<file path="src/cmc_pkg.sv">
// cmc_pkg: constants and carrier types of the CAN mode controller.
// assumes a 16-bit register view placed in the low bits of a 32-bit Wishbone bus.
`default_nettype none
package cmc_pkg;
  // ----------------------------------------
  // register map (byte addresses)
  // ----------------------------------------
  localparam logic [7:0] CMC_OFS_CTRL1   = 8'h00;
  localparam logic [7:0] CMC_OFS_FCNT    = 8'h04;
  localparam logic [7:0] CMC_OFS_ISRC    = 8'h08;
  localparam logic [7:0] CMC_OFS_CFG2    = 8'h0C;
  localparam logic [7:0] CMC_OFS_LOCKED  = 8'h10;
  localparam logic [7:0] CMC_OFS_ABORTED = 8'h14;
  // ----------------------------------------
  // control register one fields, then the wake low-pass and filter hit positions
  // ----------------------------------------
  localparam int CMC_BIT_STOP_IDLE = 13;
  localparam int CMC_BIT_ABORT_ALL = 12;
  localparam int CMC_POS_REQ       = 8;
  localparam int CMC_POS_CUR       = 5;
  localparam int CMC_BIT_CAPTURE   = 3;
  localparam int CMC_BIT_PAGE      = 0;
  localparam int CMC_BIT_WAKE_LP   = 14;
  localparam int CMC_POS_FILTHIT   = 8;
  localparam logic [15:0] CMC_CTRL1_WMASK = 16'h3709;
  // ----------------------------------------
  // mode codes
  // ----------------------------------------
  typedef enum logic [2:0] {
    CMC_MODE_NORMAL = 3'h0,
    CMC_MODE_DISABLE = 3'h1,
    CMC_MODE_LOOPBACK = 3'h2,
    CMC_MODE_LISTEN = 3'h3,
    CMC_MODE_CONFIG = 3'h4,
    CMC_MODE_RSVD5 = 3'h5,
    CMC_MODE_RSVD6 = 3'h6,
    CMC_MODE_LISTEN_ALL = 3'h7
  } cmc_mode_t;
  localparam cmc_mode_t CMC_MODE_RESET = CMC_MODE_CONFIG;
  // ----------------------------------------
  // interrupt source codes and counts
  // ----------------------------------------
  localparam logic [6:0] CMC_IC_NONE     = 7'h40;
  localparam logic [6:0] CMC_IC_ERROR    = 7'h41;
  localparam logic [6:0] CMC_IC_WAKE     = 7'h42;
  localparam logic [6:0] CMC_IC_OVERFLOW = 7'h43;
  localparam logic [6:0] CMC_IC_FIFO     = 7'h44;
  localparam logic [4:0] CMC_FCNT_MAX    = 5'h11;
  localparam logic [4:0] CMC_FILT_MAX    = 5'h0F;
  localparam int         CMC_IDLE_BITS   = 11;
  localparam int         CMC_NUM_TXBUF   = 8;
  localparam int         CMC_NUM_BUF     = 16;
  // ----------------------------------------
  // carriers
  // ----------------------------------------
  typedef struct packed {
    logic        cyc;
    logic        stb;
    logic        we;
    logic [7:0]  adr;
    logic [3:0]  sel;
    logic [31:0] dat;
  } cmc_wb_req_t;
  typedef struct packed {
    logic        ack;
    logic [31:0] dat;
  } cmc_wb_rsp_t;
  // status from the protocol engine
  typedef struct packed {
    logic        bit_tick;
    logic        rx_bit;
    logic        tx_busy;
    logic        rx_done;
    logic        rx_error;
    logic        cpu_idle;
    logic        cpu_sleep;
    logic        err_irq;
    logic        ovf_irq;
    logic        fifo_irq;
    logic [15:0] buf_irq;
    logic [4:0]  filt_hit;
    logic [4:0]  fcnt;
    logic [7:0]  tx_pending;
  } cmc_eng_t;
  // controls to the protocol engine and pins
  typedef struct packed {
    logic       tx_enable;
    logic       rx_enable;
    logic       send_err_ack;
    logic       err_cnt_run;
    logic       err_cnt_clear;
    logic       accept_all;
    logic       loopback;
    logic       tx_pin_own;
    logic       rx_pin_own;
    logic       halted;
    logic       capture_evt;
    logic       page_filter;
    logic       wake_lp;
    logic       wake_flag;
    logic       cfg_unlocked;
    logic [7:0] tx_abort;
  } cmc_ctl_t;
endpackage
`default_nettype wire

</file>
<file path="src/cmc_idle_det.sv">
// cmc_idle_det: counts consecutive recessive bits and flags a bus idle.
// assumes bit_tick pulses once per sampled bus bit.
`default_nettype none
module cmc_idle_det #(
  parameter int IDLE_BITS = cmc_pkg::CMC_IDLE_BITS
) (
  // clock and reset
  input  wire logic clk_i,
  input  wire logic rst_i,
  // bit stream
  input  wire logic bit_tick_i,
  input  wire logic rx_bit_i,
  // result
  output logic      idle_o
);
  import cmc_pkg::*;
  typedef struct packed {
    logic [4:0] cnt;
    logic       idle;
  } cmc_idle_st_t;
  cmc_idle_st_t st_reg, st_next;
  always_comb begin
    st_next = st_reg;
    if (bit_tick_i) begin
      if (!rx_bit_i) begin
        st_next.cnt = 5'h00;
      end else if (st_reg.cnt != 5'(IDLE_BITS)) begin
        st_next.cnt = st_reg.cnt + 5'h01;
      end
    end

    st_next.idle = (st_next.cnt == 5'(IDLE_BITS));
  end
  always_ff @(posedge clk_i) begin
    if (rst_i) begin
      st_reg <= '0;
    end else begin
      st_reg <= st_next;
    end
  end
  assign idle_o = st_reg.idle;
endmodule
`default_nettype wire

</file>
<file path="src/cmc_mode_ctrl.sv">
// cmc_mode_ctrl: operating-mode controller with its Wishbone register slave.
// assumes a protocol engine that reports bit ticks, busy and event status.
`default_nettype none
// Functional notes
// request mode bits 10-8, report 7-5
// mode changes only after bus idle; the code changes at once out of configuration or disable
// mode request codes; 101,110 reserved
// reported mode uses same codes
// configuration: no traffic, clear error counters
// protected registers writable only in configuration
// configuration entry waits for transmission end
// disable: no traffic, wake flag may set
// disable after idle, pins released
// wake low-pass enable at bit 14
// disable during start wait aborts frames
// normal mode owns pins, full traffic
// listen only: passive, counters frozen
// listen all: ignore errors, keep data
// loopback joins tx to rx internally
// stop-in-idle halts module when idle
// abort-all aborts, self-clears when done
// capture enable makes receive timer event
// page select picks filter or buffer
// data bit count, invalid above 10001
// matched filter index field, 0-15
// interrupt source code encoding
// reset requests and reports configuration
module cmc_mode_ctrl #(
  parameter int NUM_TXBUF = cmc_pkg::CMC_NUM_TXBUF
) (
  // clock and reset
  input  wire logic                  clk_i,
  input  wire logic                  rst_i,
  // wishbone slave
  input  wire cmc_pkg::cmc_wb_req_t  wb_req_i,
  output cmc_pkg::cmc_wb_rsp_t       wb_rsp_o,
  // protocol engine status
  input  wire cmc_pkg::cmc_eng_t     eng_i,
  // engine and pin control
  output cmc_pkg::cmc_ctl_t          ctl_o,
  output logic                       config_write_ok_o
);
  import cmc_pkg::*;

  // ----------------------------------------
  // state
  // ----------------------------------------
  typedef struct packed {
    logic                 ack;
    logic [31:0]          rdat;
    cmc_mode_t            req;
    cmc_mode_t            cur;
    logic                 stop_idle;
    logic                 abort_all;
    logic                 capture;
    logic                 page;
    logic                 wake_lp;
    logic                 start_wait;
    logic [4:0]           wait_cnt;
    logic                 wake_flag;
    logic [7:0]           aborted;
    logic [4:0]           fcnt;
    logic [4:0]           filt;
    logic [6:0]           icode;
    cmc_ctl_t             ctl;
  } cmc_st_t;
  cmc_st_t st_reg, st_next;

  logic bus_idle;

  cmc_idle_det #(
    .IDLE_BITS (CMC_IDLE_BITS)
  ) u_idle (
    .clk_i      (clk_i),
    .rst_i      (rst_i),
    .bit_tick_i (eng_i.bit_tick),
    .rx_bit_i   (eng_i.rx_bit),
    .idle_o     (bus_idle)
  );

  // ----------------------------------------
  // helpers
  // ----------------------------------------
  function automatic logic mode_valid(input cmc_mode_t m);
    mode_valid = (m != CMC_MODE_RSVD5) && (m != CMC_MODE_RSVD6);
  endfunction

  function automatic logic [6:0] encode_icode(input logic err, input logic wake, input logic ovf,
                                              input logic fifo, input logic [15:0] bufs);
    logic [6:0] c;
    c = CMC_IC_NONE;
    // lowest buffer first, then the fixed sources by priority
    if (err) begin
      c = CMC_IC_ERROR;
    end else if (wake) begin
      c = CMC_IC_WAKE;
    end else if (ovf) begin
      c = CMC_IC_OVERFLOW;
    end else if (fifo) begin
      c = CMC_IC_FIFO;
    end
    for (int i = CMC_NUM_BUF - 1; i >= 0; i--) begin
      if (bufs[i]) begin
        c = 7'(i);
      end
    end
    encode_icode = c;
  endfunction

  // ----------------------------------------
  // next state
  // ----------------------------------------
  logic       wr;
  logic       rd;
  logic       in_config;
  logic       can_change;
  logic       active;
  logic [15:0] wd;
  logic [15:0] ctrl1_rd;

  always_comb begin
    st_next   = st_reg;
    wr        = wb_req_i.cyc && wb_req_i.stb && wb_req_i.we && !st_reg.ack;
    rd        = wb_req_i.cyc && wb_req_i.stb && !st_reg.ack;
    in_config = (st_reg.cur == CMC_MODE_CONFIG);
    active    = (st_reg.cur != CMC_MODE_CONFIG) && (st_reg.cur != CMC_MODE_DISABLE);
    wd        = wb_req_i.dat[15:0];
    ctrl1_rd  = 16'h0000;
    ctrl1_rd[CMC_BIT_STOP_IDLE]            = st_reg.stop_idle;
    ctrl1_rd[CMC_BIT_ABORT_ALL]            = st_reg.abort_all;
    ctrl1_rd[CMC_POS_REQ +: 3]             = st_reg.req;
    ctrl1_rd[CMC_POS_CUR +: 3]             = st_reg.cur;
    ctrl1_rd[CMC_BIT_CAPTURE]              = st_reg.capture;
    ctrl1_rd[CMC_BIT_PAGE]                 = st_reg.page;

    // bus answer: one cycle after request, dropped the cycle after
    st_next.ack  = rd;
    st_next.rdat = 32'h0000_0000;
    if (rd && !wb_req_i.we) begin
      case (wb_req_i.adr)
        CMC_OFS_CTRL1:   st_next.rdat[15:0] = ctrl1_rd;
        CMC_OFS_FCNT:    st_next.rdat[4:0]  = st_reg.fcnt;
        CMC_OFS_ISRC:    st_next.rdat[15:0] = {3'h0, st_reg.filt, 1'b0, st_reg.icode};
        CMC_OFS_CFG2:    st_next.rdat[CMC_BIT_WAKE_LP] = st_reg.wake_lp;
        CMC_OFS_LOCKED:  st_next.rdat[0]    = in_config;
        CMC_OFS_ABORTED: st_next.rdat[7:0]  = st_reg.aborted;
        default:         st_next.rdat       = 32'h0000_0000;
      endcase
    end

    // control register one: mode request and runtime bits always writable
    if (wr && wb_req_i.adr == CMC_OFS_CTRL1 && wb_req_i.sel[1]) begin
      if (mode_valid(cmc_mode_t'(wd[CMC_POS_REQ +: 3]))) begin
        st_next.req = cmc_mode_t'(wd[CMC_POS_REQ +: 3]);
      end
      st_next.stop_idle = wd[CMC_BIT_STOP_IDLE];
      if (wd[CMC_BIT_ABORT_ALL]) begin
        st_next.abort_all = 1'b1;
      end
    end
    if (wr && wb_req_i.adr == CMC_OFS_CTRL1 && wb_req_i.sel[0]) begin
      st_next.capture = wd[CMC_BIT_CAPTURE];
      st_next.page    = wd[CMC_BIT_PAGE];
    end
    // configuration register two (wake low-pass) is locked outside configuration
    if (wr && in_config && wb_req_i.adr == CMC_OFS_CFG2 && wb_req_i.sel[1]) begin
      st_next.wake_lp = wd[CMC_BIT_WAKE_LP];
    end
    // sticky abort record, cleared by writing ones; set wins
    if (wr && wb_req_i.adr == CMC_OFS_ABORTED && wb_req_i.sel[0]) begin
      st_next.aborted = st_reg.aborted & ~wd[7:0];
    end

    // transmissions wait for 11 recessive bits after entering a tx mode
    // fresh count from entry: an idle seen before the change must not release the sender
    if (st_reg.start_wait && eng_i.bit_tick) begin
      st_next.wait_cnt = eng_i.rx_bit ? st_reg.wait_cnt + 5'h01 : 5'h00;
      if (eng_i.rx_bit && (st_reg.wait_cnt == 5'(CMC_IDLE_BITS - 1))) begin
        st_next.start_wait = 1'b0;
      end
    end

    // mode change at bus idle or from an inactive mode; configuration also waits for tx end
    can_change = bus_idle || !active;
    if (st_reg.req == CMC_MODE_CONFIG && eng_i.tx_busy) begin
      can_change = 1'b0;
    end
    if (st_reg.req == CMC_MODE_DISABLE && st_reg.start_wait) begin
      can_change = 1'b1;
      st_next.aborted = st_next.aborted | eng_i.tx_pending;
    end
    if (st_reg.req != st_reg.cur && can_change) begin
      st_next.cur = st_reg.req;
      st_next.start_wait = (st_reg.req == CMC_MODE_NORMAL) || (st_reg.req == CMC_MODE_LOOPBACK);
      st_next.wait_cnt   = 5'h00;
    end

    // abort-all clears once nothing is pending
    if (st_reg.abort_all && eng_i.tx_pending == 8'h00) begin
      st_next.abort_all = 1'b0;
    end
    if (st_reg.abort_all && eng_i.tx_pending != 8'h00) begin
      st_next.aborted = st_next.aborted | eng_i.tx_pending;
    end

    // status from engine
    st_next.fcnt  = (eng_i.fcnt > CMC_FCNT_MAX) ? 5'h00 : eng_i.fcnt;
    st_next.filt  = (eng_i.filt_hit > CMC_FILT_MAX) ? st_reg.filt : eng_i.filt_hit;
    if (st_reg.cur == CMC_MODE_DISABLE && !eng_i.rx_bit) begin
      st_next.wake_flag = 1'b1;
    end
    st_next.icode = encode_icode(eng_i.err_irq, st_reg.wake_flag, eng_i.ovf_irq, eng_i.fifo_irq,
                                 eng_i.buf_irq);

    // engine and pin controls from current mode
    st_next.ctl = '0;
    case (st_next.cur)
      CMC_MODE_NORMAL: begin
        st_next.ctl.tx_enable    = !st_next.start_wait;
        st_next.ctl.rx_enable    = 1'b1;
        st_next.ctl.send_err_ack = 1'b1;
        st_next.ctl.err_cnt_run  = 1'b1;
        st_next.ctl.tx_pin_own   = 1'b1;
        st_next.ctl.rx_pin_own   = 1'b1;
      end
      CMC_MODE_LISTEN: begin
        st_next.ctl.rx_enable  = 1'b1;
        st_next.ctl.rx_pin_own = 1'b1;
      end
      CMC_MODE_LISTEN_ALL: begin
        st_next.ctl.rx_enable  = 1'b1;
        st_next.ctl.accept_all = 1'b1;
        st_next.ctl.rx_pin_own = 1'b1;
      end
      CMC_MODE_LOOPBACK: begin
        st_next.ctl.tx_enable = !st_next.start_wait;
        st_next.ctl.rx_enable = 1'b1;
        st_next.ctl.loopback  = 1'b1;
      end
      CMC_MODE_CONFIG: begin
        st_next.ctl.err_cnt_clear = 1'b1;
        st_next.ctl.cfg_unlocked  = 1'b1;
      end
      CMC_MODE_DISABLE: begin
        st_next.ctl.err_cnt_run = 1'b0;
      end
      default: begin
        st_next.ctl = '0;
      end
    endcase
    // stop in idle freezes traffic but keeps the mode
    st_next.ctl.halted = st_next.stop_idle && eng_i.cpu_idle;
    if (st_next.ctl.halted) begin
      st_next.ctl.tx_enable = 1'b0;
      st_next.ctl.rx_enable = 1'b0;
    end
    st_next.ctl.capture_evt = st_reg.capture && eng_i.rx_done;
    st_next.ctl.page_filter = st_next.page;
    st_next.ctl.wake_lp     = st_next.wake_lp && eng_i.cpu_sleep;
    st_next.ctl.wake_flag   = st_next.wake_flag;
    st_next.ctl.tx_abort    = (st_next.abort_all || (st_next.cur == CMC_MODE_DISABLE))
                              ? eng_i.tx_pending : 8'h00;
  end

  // ----------------------------------------
  // registers
  // ----------------------------------------
  always_ff @(posedge clk_i) begin
    if (rst_i) begin
      st_reg      <= '0;
      st_reg.req  <= CMC_MODE_RESET;
      st_reg.cur  <= CMC_MODE_RESET;
      st_reg.icode <= CMC_IC_NONE;
      st_reg.ctl.err_cnt_clear <= 1'b1;
      st_reg.ctl.cfg_unlocked  <= 1'b1;
    end else begin
      st_reg <= st_next;
    end
  end

  assign wb_rsp_o.ack       = st_reg.ack;
  assign wb_rsp_o.dat       = st_reg.rdat;
  assign ctl_o              = st_reg.ctl;
  assign config_write_ok_o  = st_reg.ctl.cfg_unlocked;

  // ----------------------------------------
  // checks
  // ----------------------------------------
  chk_reset_mode_config: assert property (@(posedge clk_i) $fell(rst_i) |-> st_reg.cur == CMC_MODE_CONFIG)
    else $error("mode not configuration after reset");
  chk_mode_change_idle: assert property (@(posedge clk_i) disable iff (rst_i)
    (st_reg.cur != $past(st_reg.cur)) && ($past(st_reg.cur) inside {CMC_MODE_NORMAL, CMC_MODE_LISTEN})
    && !$past(st_reg.start_wait) |-> $past(bus_idle))
    else $error("mode changed without idle bus");
  chk_config_no_tx: assert property (@(posedge clk_i) disable iff (rst_i)
    (st_reg.cur == CMC_MODE_CONFIG) && (st_reg.cur != $past(st_reg.cur)) |-> !$past(eng_i.tx_busy))
    else $error("configuration entered during transmission");
  chk_config_quiet: assert property (@(posedge clk_i) disable iff (rst_i)
    ##1 st_reg.cur == CMC_MODE_CONFIG |-> !ctl_o.tx_enable && !ctl_o.rx_enable && ctl_o.err_cnt_clear)
    else $error("traffic in configuration");
  chk_lock_follows: assert property (@(posedge clk_i) disable iff (rst_i)
    ##1 config_write_ok_o == (st_reg.cur == CMC_MODE_CONFIG))
    else $error("lock disagrees with mode");
  chk_listen_passive: assert property (@(posedge clk_i) disable iff (rst_i)
    ##1 st_reg.cur == CMC_MODE_LISTEN |-> !ctl_o.tx_pin_own && !ctl_o.send_err_ack && !ctl_o.err_cnt_run)
    else $error("listen only not passive");
  chk_loop_pins: assert property (@(posedge clk_i) disable iff (rst_i)
    ##1 st_reg.cur == CMC_MODE_LOOPBACK |-> ctl_o.loopback && !ctl_o.tx_pin_own && !ctl_o.rx_pin_own)
    else $error("loopback pins wrong");
  chk_disable_pins: assert property (@(posedge clk_i) disable iff (rst_i)
    ##1 st_reg.cur == CMC_MODE_DISABLE |-> !ctl_o.tx_pin_own && !ctl_o.rx_enable)
    else $error("disable keeps pins");
  chk_abort_clear: assert property (@(posedge clk_i) disable iff (rst_i)
    st_reg.abort_all && eng_i.tx_pending == 8'h00 |=> !st_reg.abort_all || $past(wr))
    else $error("abort-all not cleared");
  chk_wb_ack_pulse: assert property (@(posedge clk_i) disable iff (rst_i)
    wb_rsp_o.ack |=> !wb_rsp_o.ack)
    else $error("ack longer than one cycle");
  chk_req_not_rsvd: assert property (@(posedge clk_i) disable iff (rst_i) mode_valid(st_reg.req))
    else $error("reserved mode request stored");
  chk_start_wait_quiet: assert property (@(posedge clk_i) disable iff (rst_i)
    ##1 st_reg.start_wait |-> !ctl_o.tx_enable)
    else $error("transmit enabled during start wait");
  chk_halt_quiet: assert property (@(posedge clk_i) disable iff (rst_i)
    ##1 ctl_o.halted |-> !ctl_o.tx_enable && !ctl_o.rx_enable)
    else $error("traffic while halted");
  chk_listen_all_rx: assert property (@(posedge clk_i) disable iff (rst_i)
    ##1 st_reg.cur == CMC_MODE_LISTEN_ALL |-> ctl_o.accept_all && !ctl_o.tx_enable)
    else $error("listen all controls wrong");
  chk_fcnt_range: assert property (@(posedge clk_i) disable iff (rst_i) st_reg.fcnt <= CMC_FCNT_MAX)
    else $error("filter count out of range");
  chk_filt_range: assert property (@(posedge clk_i) disable iff (rst_i) st_reg.filt <= CMC_FILT_MAX)
    else $error("filter index out of range");
  cov_start_abort: cover property (@(posedge clk_i) disable iff (rst_i)
    $fell(st_reg.start_wait) && st_reg.cur == CMC_MODE_DISABLE);
  cov_enter_normal: cover property (@(posedge clk_i) disable iff (rst_i)
    $past(st_reg.cur) == CMC_MODE_CONFIG && st_reg.cur == CMC_MODE_NORMAL);
  cov_enter_disable: cover property (@(posedge clk_i) disable iff (rst_i)
    $past(st_reg.cur) != CMC_MODE_DISABLE && st_reg.cur == CMC_MODE_DISABLE);
  cov_abort_all: cover property (@(posedge clk_i) disable iff (rst_i) $fell(st_reg.abort_all));
endmodule
`default_nettype wire

</file>
<file path="config.mk">
export PLATFORM = sky130hd
export DESIGN_NAME = cmc_mode_ctrl
export DESIGN_NICKNAME = d
export VERILOG_FILES = /design/src/cmc_pkg.sv /design/src/cmc_idle_det.sv /design/src/cmc_mode_ctrl.sv
export SDC_FILE = /design/constraint.sdc
export NUM_CORES = 1
export LEC_CHECK = 0
export BUFFER_PORTS_ARGS = -buffer_cell sky130_fd_sc_hd__buf_2
export CAP_MARGIN = 20
export CORE_ASPECT_RATIO = 0.5
export CORE_UTILIZATION = 40
export DETAILED_ROUTE_END_ITERATION = 12
export PLACE_DENSITY = 0.68
export SLEW_MARGIN = 20
export SYNTH_ARGS = -nofsm -noshare
export SYNTH_HDL_FRONTEND = slang
export SYNTH_SLANG_ARGS = --single-unit
</file>
<file path="constraint.sdc">
create_clock -name clk_i -period 5.8 [get_ports clk_i]
set_clock_uncertainty 0.2 [all_clocks]
set_input_delay 0 -clock clk_i [delete_from_list [all_inputs] [get_ports clk_i]]
set_output_delay 0 -clock clk_i [all_outputs]
set_load 0.005 [all_outputs]
</file>
==> impl_summary.txt <==
----------------------------------------------------
[Clock network]
  Clock tree root driver cell ... sky130_fd_sc_hd__clkbuf_16
  Number of buffers created by CTS ... 9
  TritonCTS clock tree ... yes
  Post-CTS Setup Bufs ... 0
  Total number of clock tree sinks ... 81
  Number of buffers inserted by hold repair at cts ... 73
  Clock-pin slew reported for the worst setup and hold paths after clock tree synthesis ... 0.06 ns
  Latest clock arrival within the worst-skew pair ... 0.34 ns
  H-tree depth ... 3
  Buffer levels on the longest clock path ... 2
  Post-cts resize count ... 0

[Final layout]
  # nets final ... 676
  Area overhead of the layout relative to synthesis ... 33.7%
  Most frequent standard cell in the layout excluding fill and tap cells ... sky130_fd_sc_hd__buf_2
  Antenna diode instance count ... 0
  Layout cell share with drive strength beyond 1 ... 23.6%
  Final standard cell count with taps included and fillers excluded ... 715
  Commonest cells after routing, fill and taps aside ... 111 x sky130_fd_sc_hd__buf_2, 81 x sky130_fd_sc_hd__dfxtp_1, 73 x sky130_fd_sc_hd__dlygate4sd3_1
  Fill cell count ... 785
  Number of flip-flops under the largest register name ... 30

[Critical path]
  Top fanout value on the critical path ... 14
  Endpoint class of the critical path ... register
  WP data arrival ... 3.28 ns
  CP max-delay cell ... sky130_fd_sc_hd__dlygate4sd3_1
  CP delay by family, top ... buffers and inverters
  Cell-by-cell listing of the critical path ... dlygate4sd3_1, buf_2, or3_1, nor3_4, and2_1, a22o_1, nand2_1, dlygate4sd3_1, a31oi_1, dlygate4sd3_1
  Largest stage delay, worst path ... 0.56 ns
  Combined buffer and inverter count along the critical path ... 4
  CP Class ... in2reg
  Critical path startpoint category ... input pin
  CP required ... 5.88 ns
  Critical path's most frequent cell ... sky130_fd_sc_hd__dlygate4sd3_1

[Placement]
  Total placed cells including tap cells ... 626
  Routability Congestion ... 0.926
  Place WS ... 3.40 ns
  Hpwl dp ... 6.37 mm
  Quantity of I/O buffers inserted on ports ... 111

[Power and ir drop]
  Power Internal ... 0.000955 W
  Logic pwr share ... 8.5%
  Power density normalized to cell area ... 239 nW/um^2
  Net Sw Power ... 0.000279 W
  Share of total power in the clock network ... 45.7%
  Switching portion of total power ... 22.6%
  VDD IR-drop max ... 0.130 mV
  Sequential power share ... 45.8%
  Lkg Pwr ... 2.31 nW

[Die]
  Boundary pin count ... 150
  Die Y-Extent ... 71.5 um
  Die footprint ... 10,100 um^2
  Effective utilization at floorplan ... 42.7%
  Die W ... 141 um
  Site row count ... 24
  Core area ... 9040 um^2

[Yosys]
  Post-synthesis cell count ... 440
  Sequential share of the synthesized area ... 42.0%
  Number of synthesized flops with an enable pin ... 0
  Synthesis Warnings ... 0
  Post-Syn Area ... 3860 um^2
  Count of different cell masters after synthesis ... 61
  Fraction of synthesis flops using an asynchronous set or reset pin ... 0%
  Syn avg cell area ... 8.77 um^2
  Synthesis-stage register bit count ... 81
  Most frequently used flop master after synthesis ... sky130_fd_sc_hd__dfxtp_1

[Global routing]
  Largest net degree at the start of global routing ... 46
  Overflow after GRT ... 0
  Number of global-route vias before repair ... 3,277
  Number of antenna violations at the first check in global routing ... 0
  Wire length of the first global-routing pass ... 15.3 mm
  Overall global routing resource usage ... 19.5%

[Route]
  Average vias per placed instance ... 4.82
  Number of vias in the routed layout ... 3,446
  Wirelength, routed ... 9.47 mm
  Count of TritonRoute iterations in the first routing pass ... 4
  DRT antenna net count ... 0
  DRC viols ... 0
  DR iter-0 viols ... 189
  Average wire per cell in the routed design ... 13.2 um

[STA]
  Post-route worst setup slack ... 2.61 ns
  Transition at the pin with the smallest max-transition slack ... 0.833 ns
  Final setup violation count ... 0
  Final total negative setup slack ... 0 ns
  Post-route clock period utilization ... 55.0%
  Crit path time final ... 3.19 ns
  Slew Limit Headroom ... 44.5%
  Unrepaired setup endpoints after global routing ... no
  Fmax ... 313 MHz
  Final-report hold violation count ... 0
  Slew Viols, Final ... 0

[Status]
  Result of the run ... finished clean

[Run]
  Max Cap Viol ... 0

[Min path]
  Worst hold path class ... in2reg

----------------------------------------------------
==> final timing paths <==
| path | from | end | slack [ns] | cells after the start |
|---|---|---|---|---|
| max | wb_req_i[39] | ctrl1_rd[9] | 2.61 | 10 |
| min | wb_req_i[42] | wb_rsp_o[0] | 0.02 | 5 |
| max reg2reg | wb_rsp_o[32] | ctrl1_rd[9] | 3.01 | 8 |
| min reg2reg | st_reg[34] | st_reg[34] | 0.23 | 2 |
==> cells in the mapped netlist (7+ instances only) <==
library cell,number,area share [%]
sky130_fd_sc_hd__dfxtp_1,81,42
sky130_fd_sc_hd__nor2_1,45,4.4
sky130_fd_sc_hd__mux2i_1,10,2.6
sky130_fd_sc_hd__a22oi_1,13,2.5
sky130_fd_sc_hd__buf_4,59,11
sky130_fd_sc_hd__and2_1,16,2.6
sky130_fd_sc_hd__nor3_1,9,1.2
sky130_fd_sc_hd__o21ai_0,20,2.6
sky130_fd_sc_hd__a21oi_1,25,3.2
sky130_fd_sc_hd__inv_1,20,1.9
sky130_fd_sc_hd__and3_1,8,1.3
sky130_fd_sc_hd__nand3_1,7,0.91
sky130_fd_sc_hd__nand2_1,31,3.0
==> power by group through the flow <==
stage               sequential [W]  clock [W]  combinational (W)
floorplan                 0.000576          0          0.0000410
global placement          0.000577          0          0.0000694
detailed placement        0.000577          0          0.0000696
CTS                       0.000565   0.000576           0.000102
global route              0.000565   0.000601           0.000115
finish                    0.000565   0.000565           0.000105
==> worst register-to-register path: cells and delay by family (launching register included) <==
kind | cells | cell delay [ns]
compound gates | 2 | 0.28
buf+inv | 2 | 1.13
simple gates | 4 | 0.73
flops | 1 | 0.36
==> final cells by class <==
type / instances / area, um^2 / area share [%]
inverter: 20 / 75.1 / 1.46
sequential: 81 / 1620 / 31.4
clock buffer: 10 / 229 / 4.44
multi-input combinational: 284 / 1720 / 33.3
tap: 130 / 163 / 3.15
timing repair buffer: 184 / 1290 / 24.9
clock inverter: 6 / 67.6 / 1.31
==> through the flow <==
step | hold slack, ns | power (W) | util (%) | instance area, um^2
final | 0.0189 | 0.00123 | 57.1 | 5160
after global routing | 0.0545 | 0.00128 | 57.1 | 5160
after CTS | 0.00813 | 0.00124 | 57.1 | 5160
after detailed placement | 0.00723 | 0.000647 | 45.7 | 4130
after global placement | 0.00128 | 0.000646 | 45.7 | 4130
after floorplan | -0.112 | 0.000617 | - | 3920
==> logic make-up (layout without fill, tap and decap cells) <==
family | after synthesis | count (layout) | synth area share, %
fa+ha+maj | 3 | 3 | 0.973
mux | 12 | 12 | 3.27
simple gates | 160 | 160 | 22.0
buf+inv | 91 | 220 | 15.0
other cells | 1 | 17 | 0.0972
compound gates | 83 | 83 | 14.3
xor+xnor | 9 | 9 | 2.24
flops | 81 | 81 | 42.0
==> layer usage <==
layer	GRT usage [%]	part of all wire, %	vias up
li1	-	-	1724
met1	24.5	46	1619
met2	33.1	48	94
met3	4.34	4.9	9
met4	7.85	0.98	0
met5	0	0	-
Power figures use the tool's default switching activity.
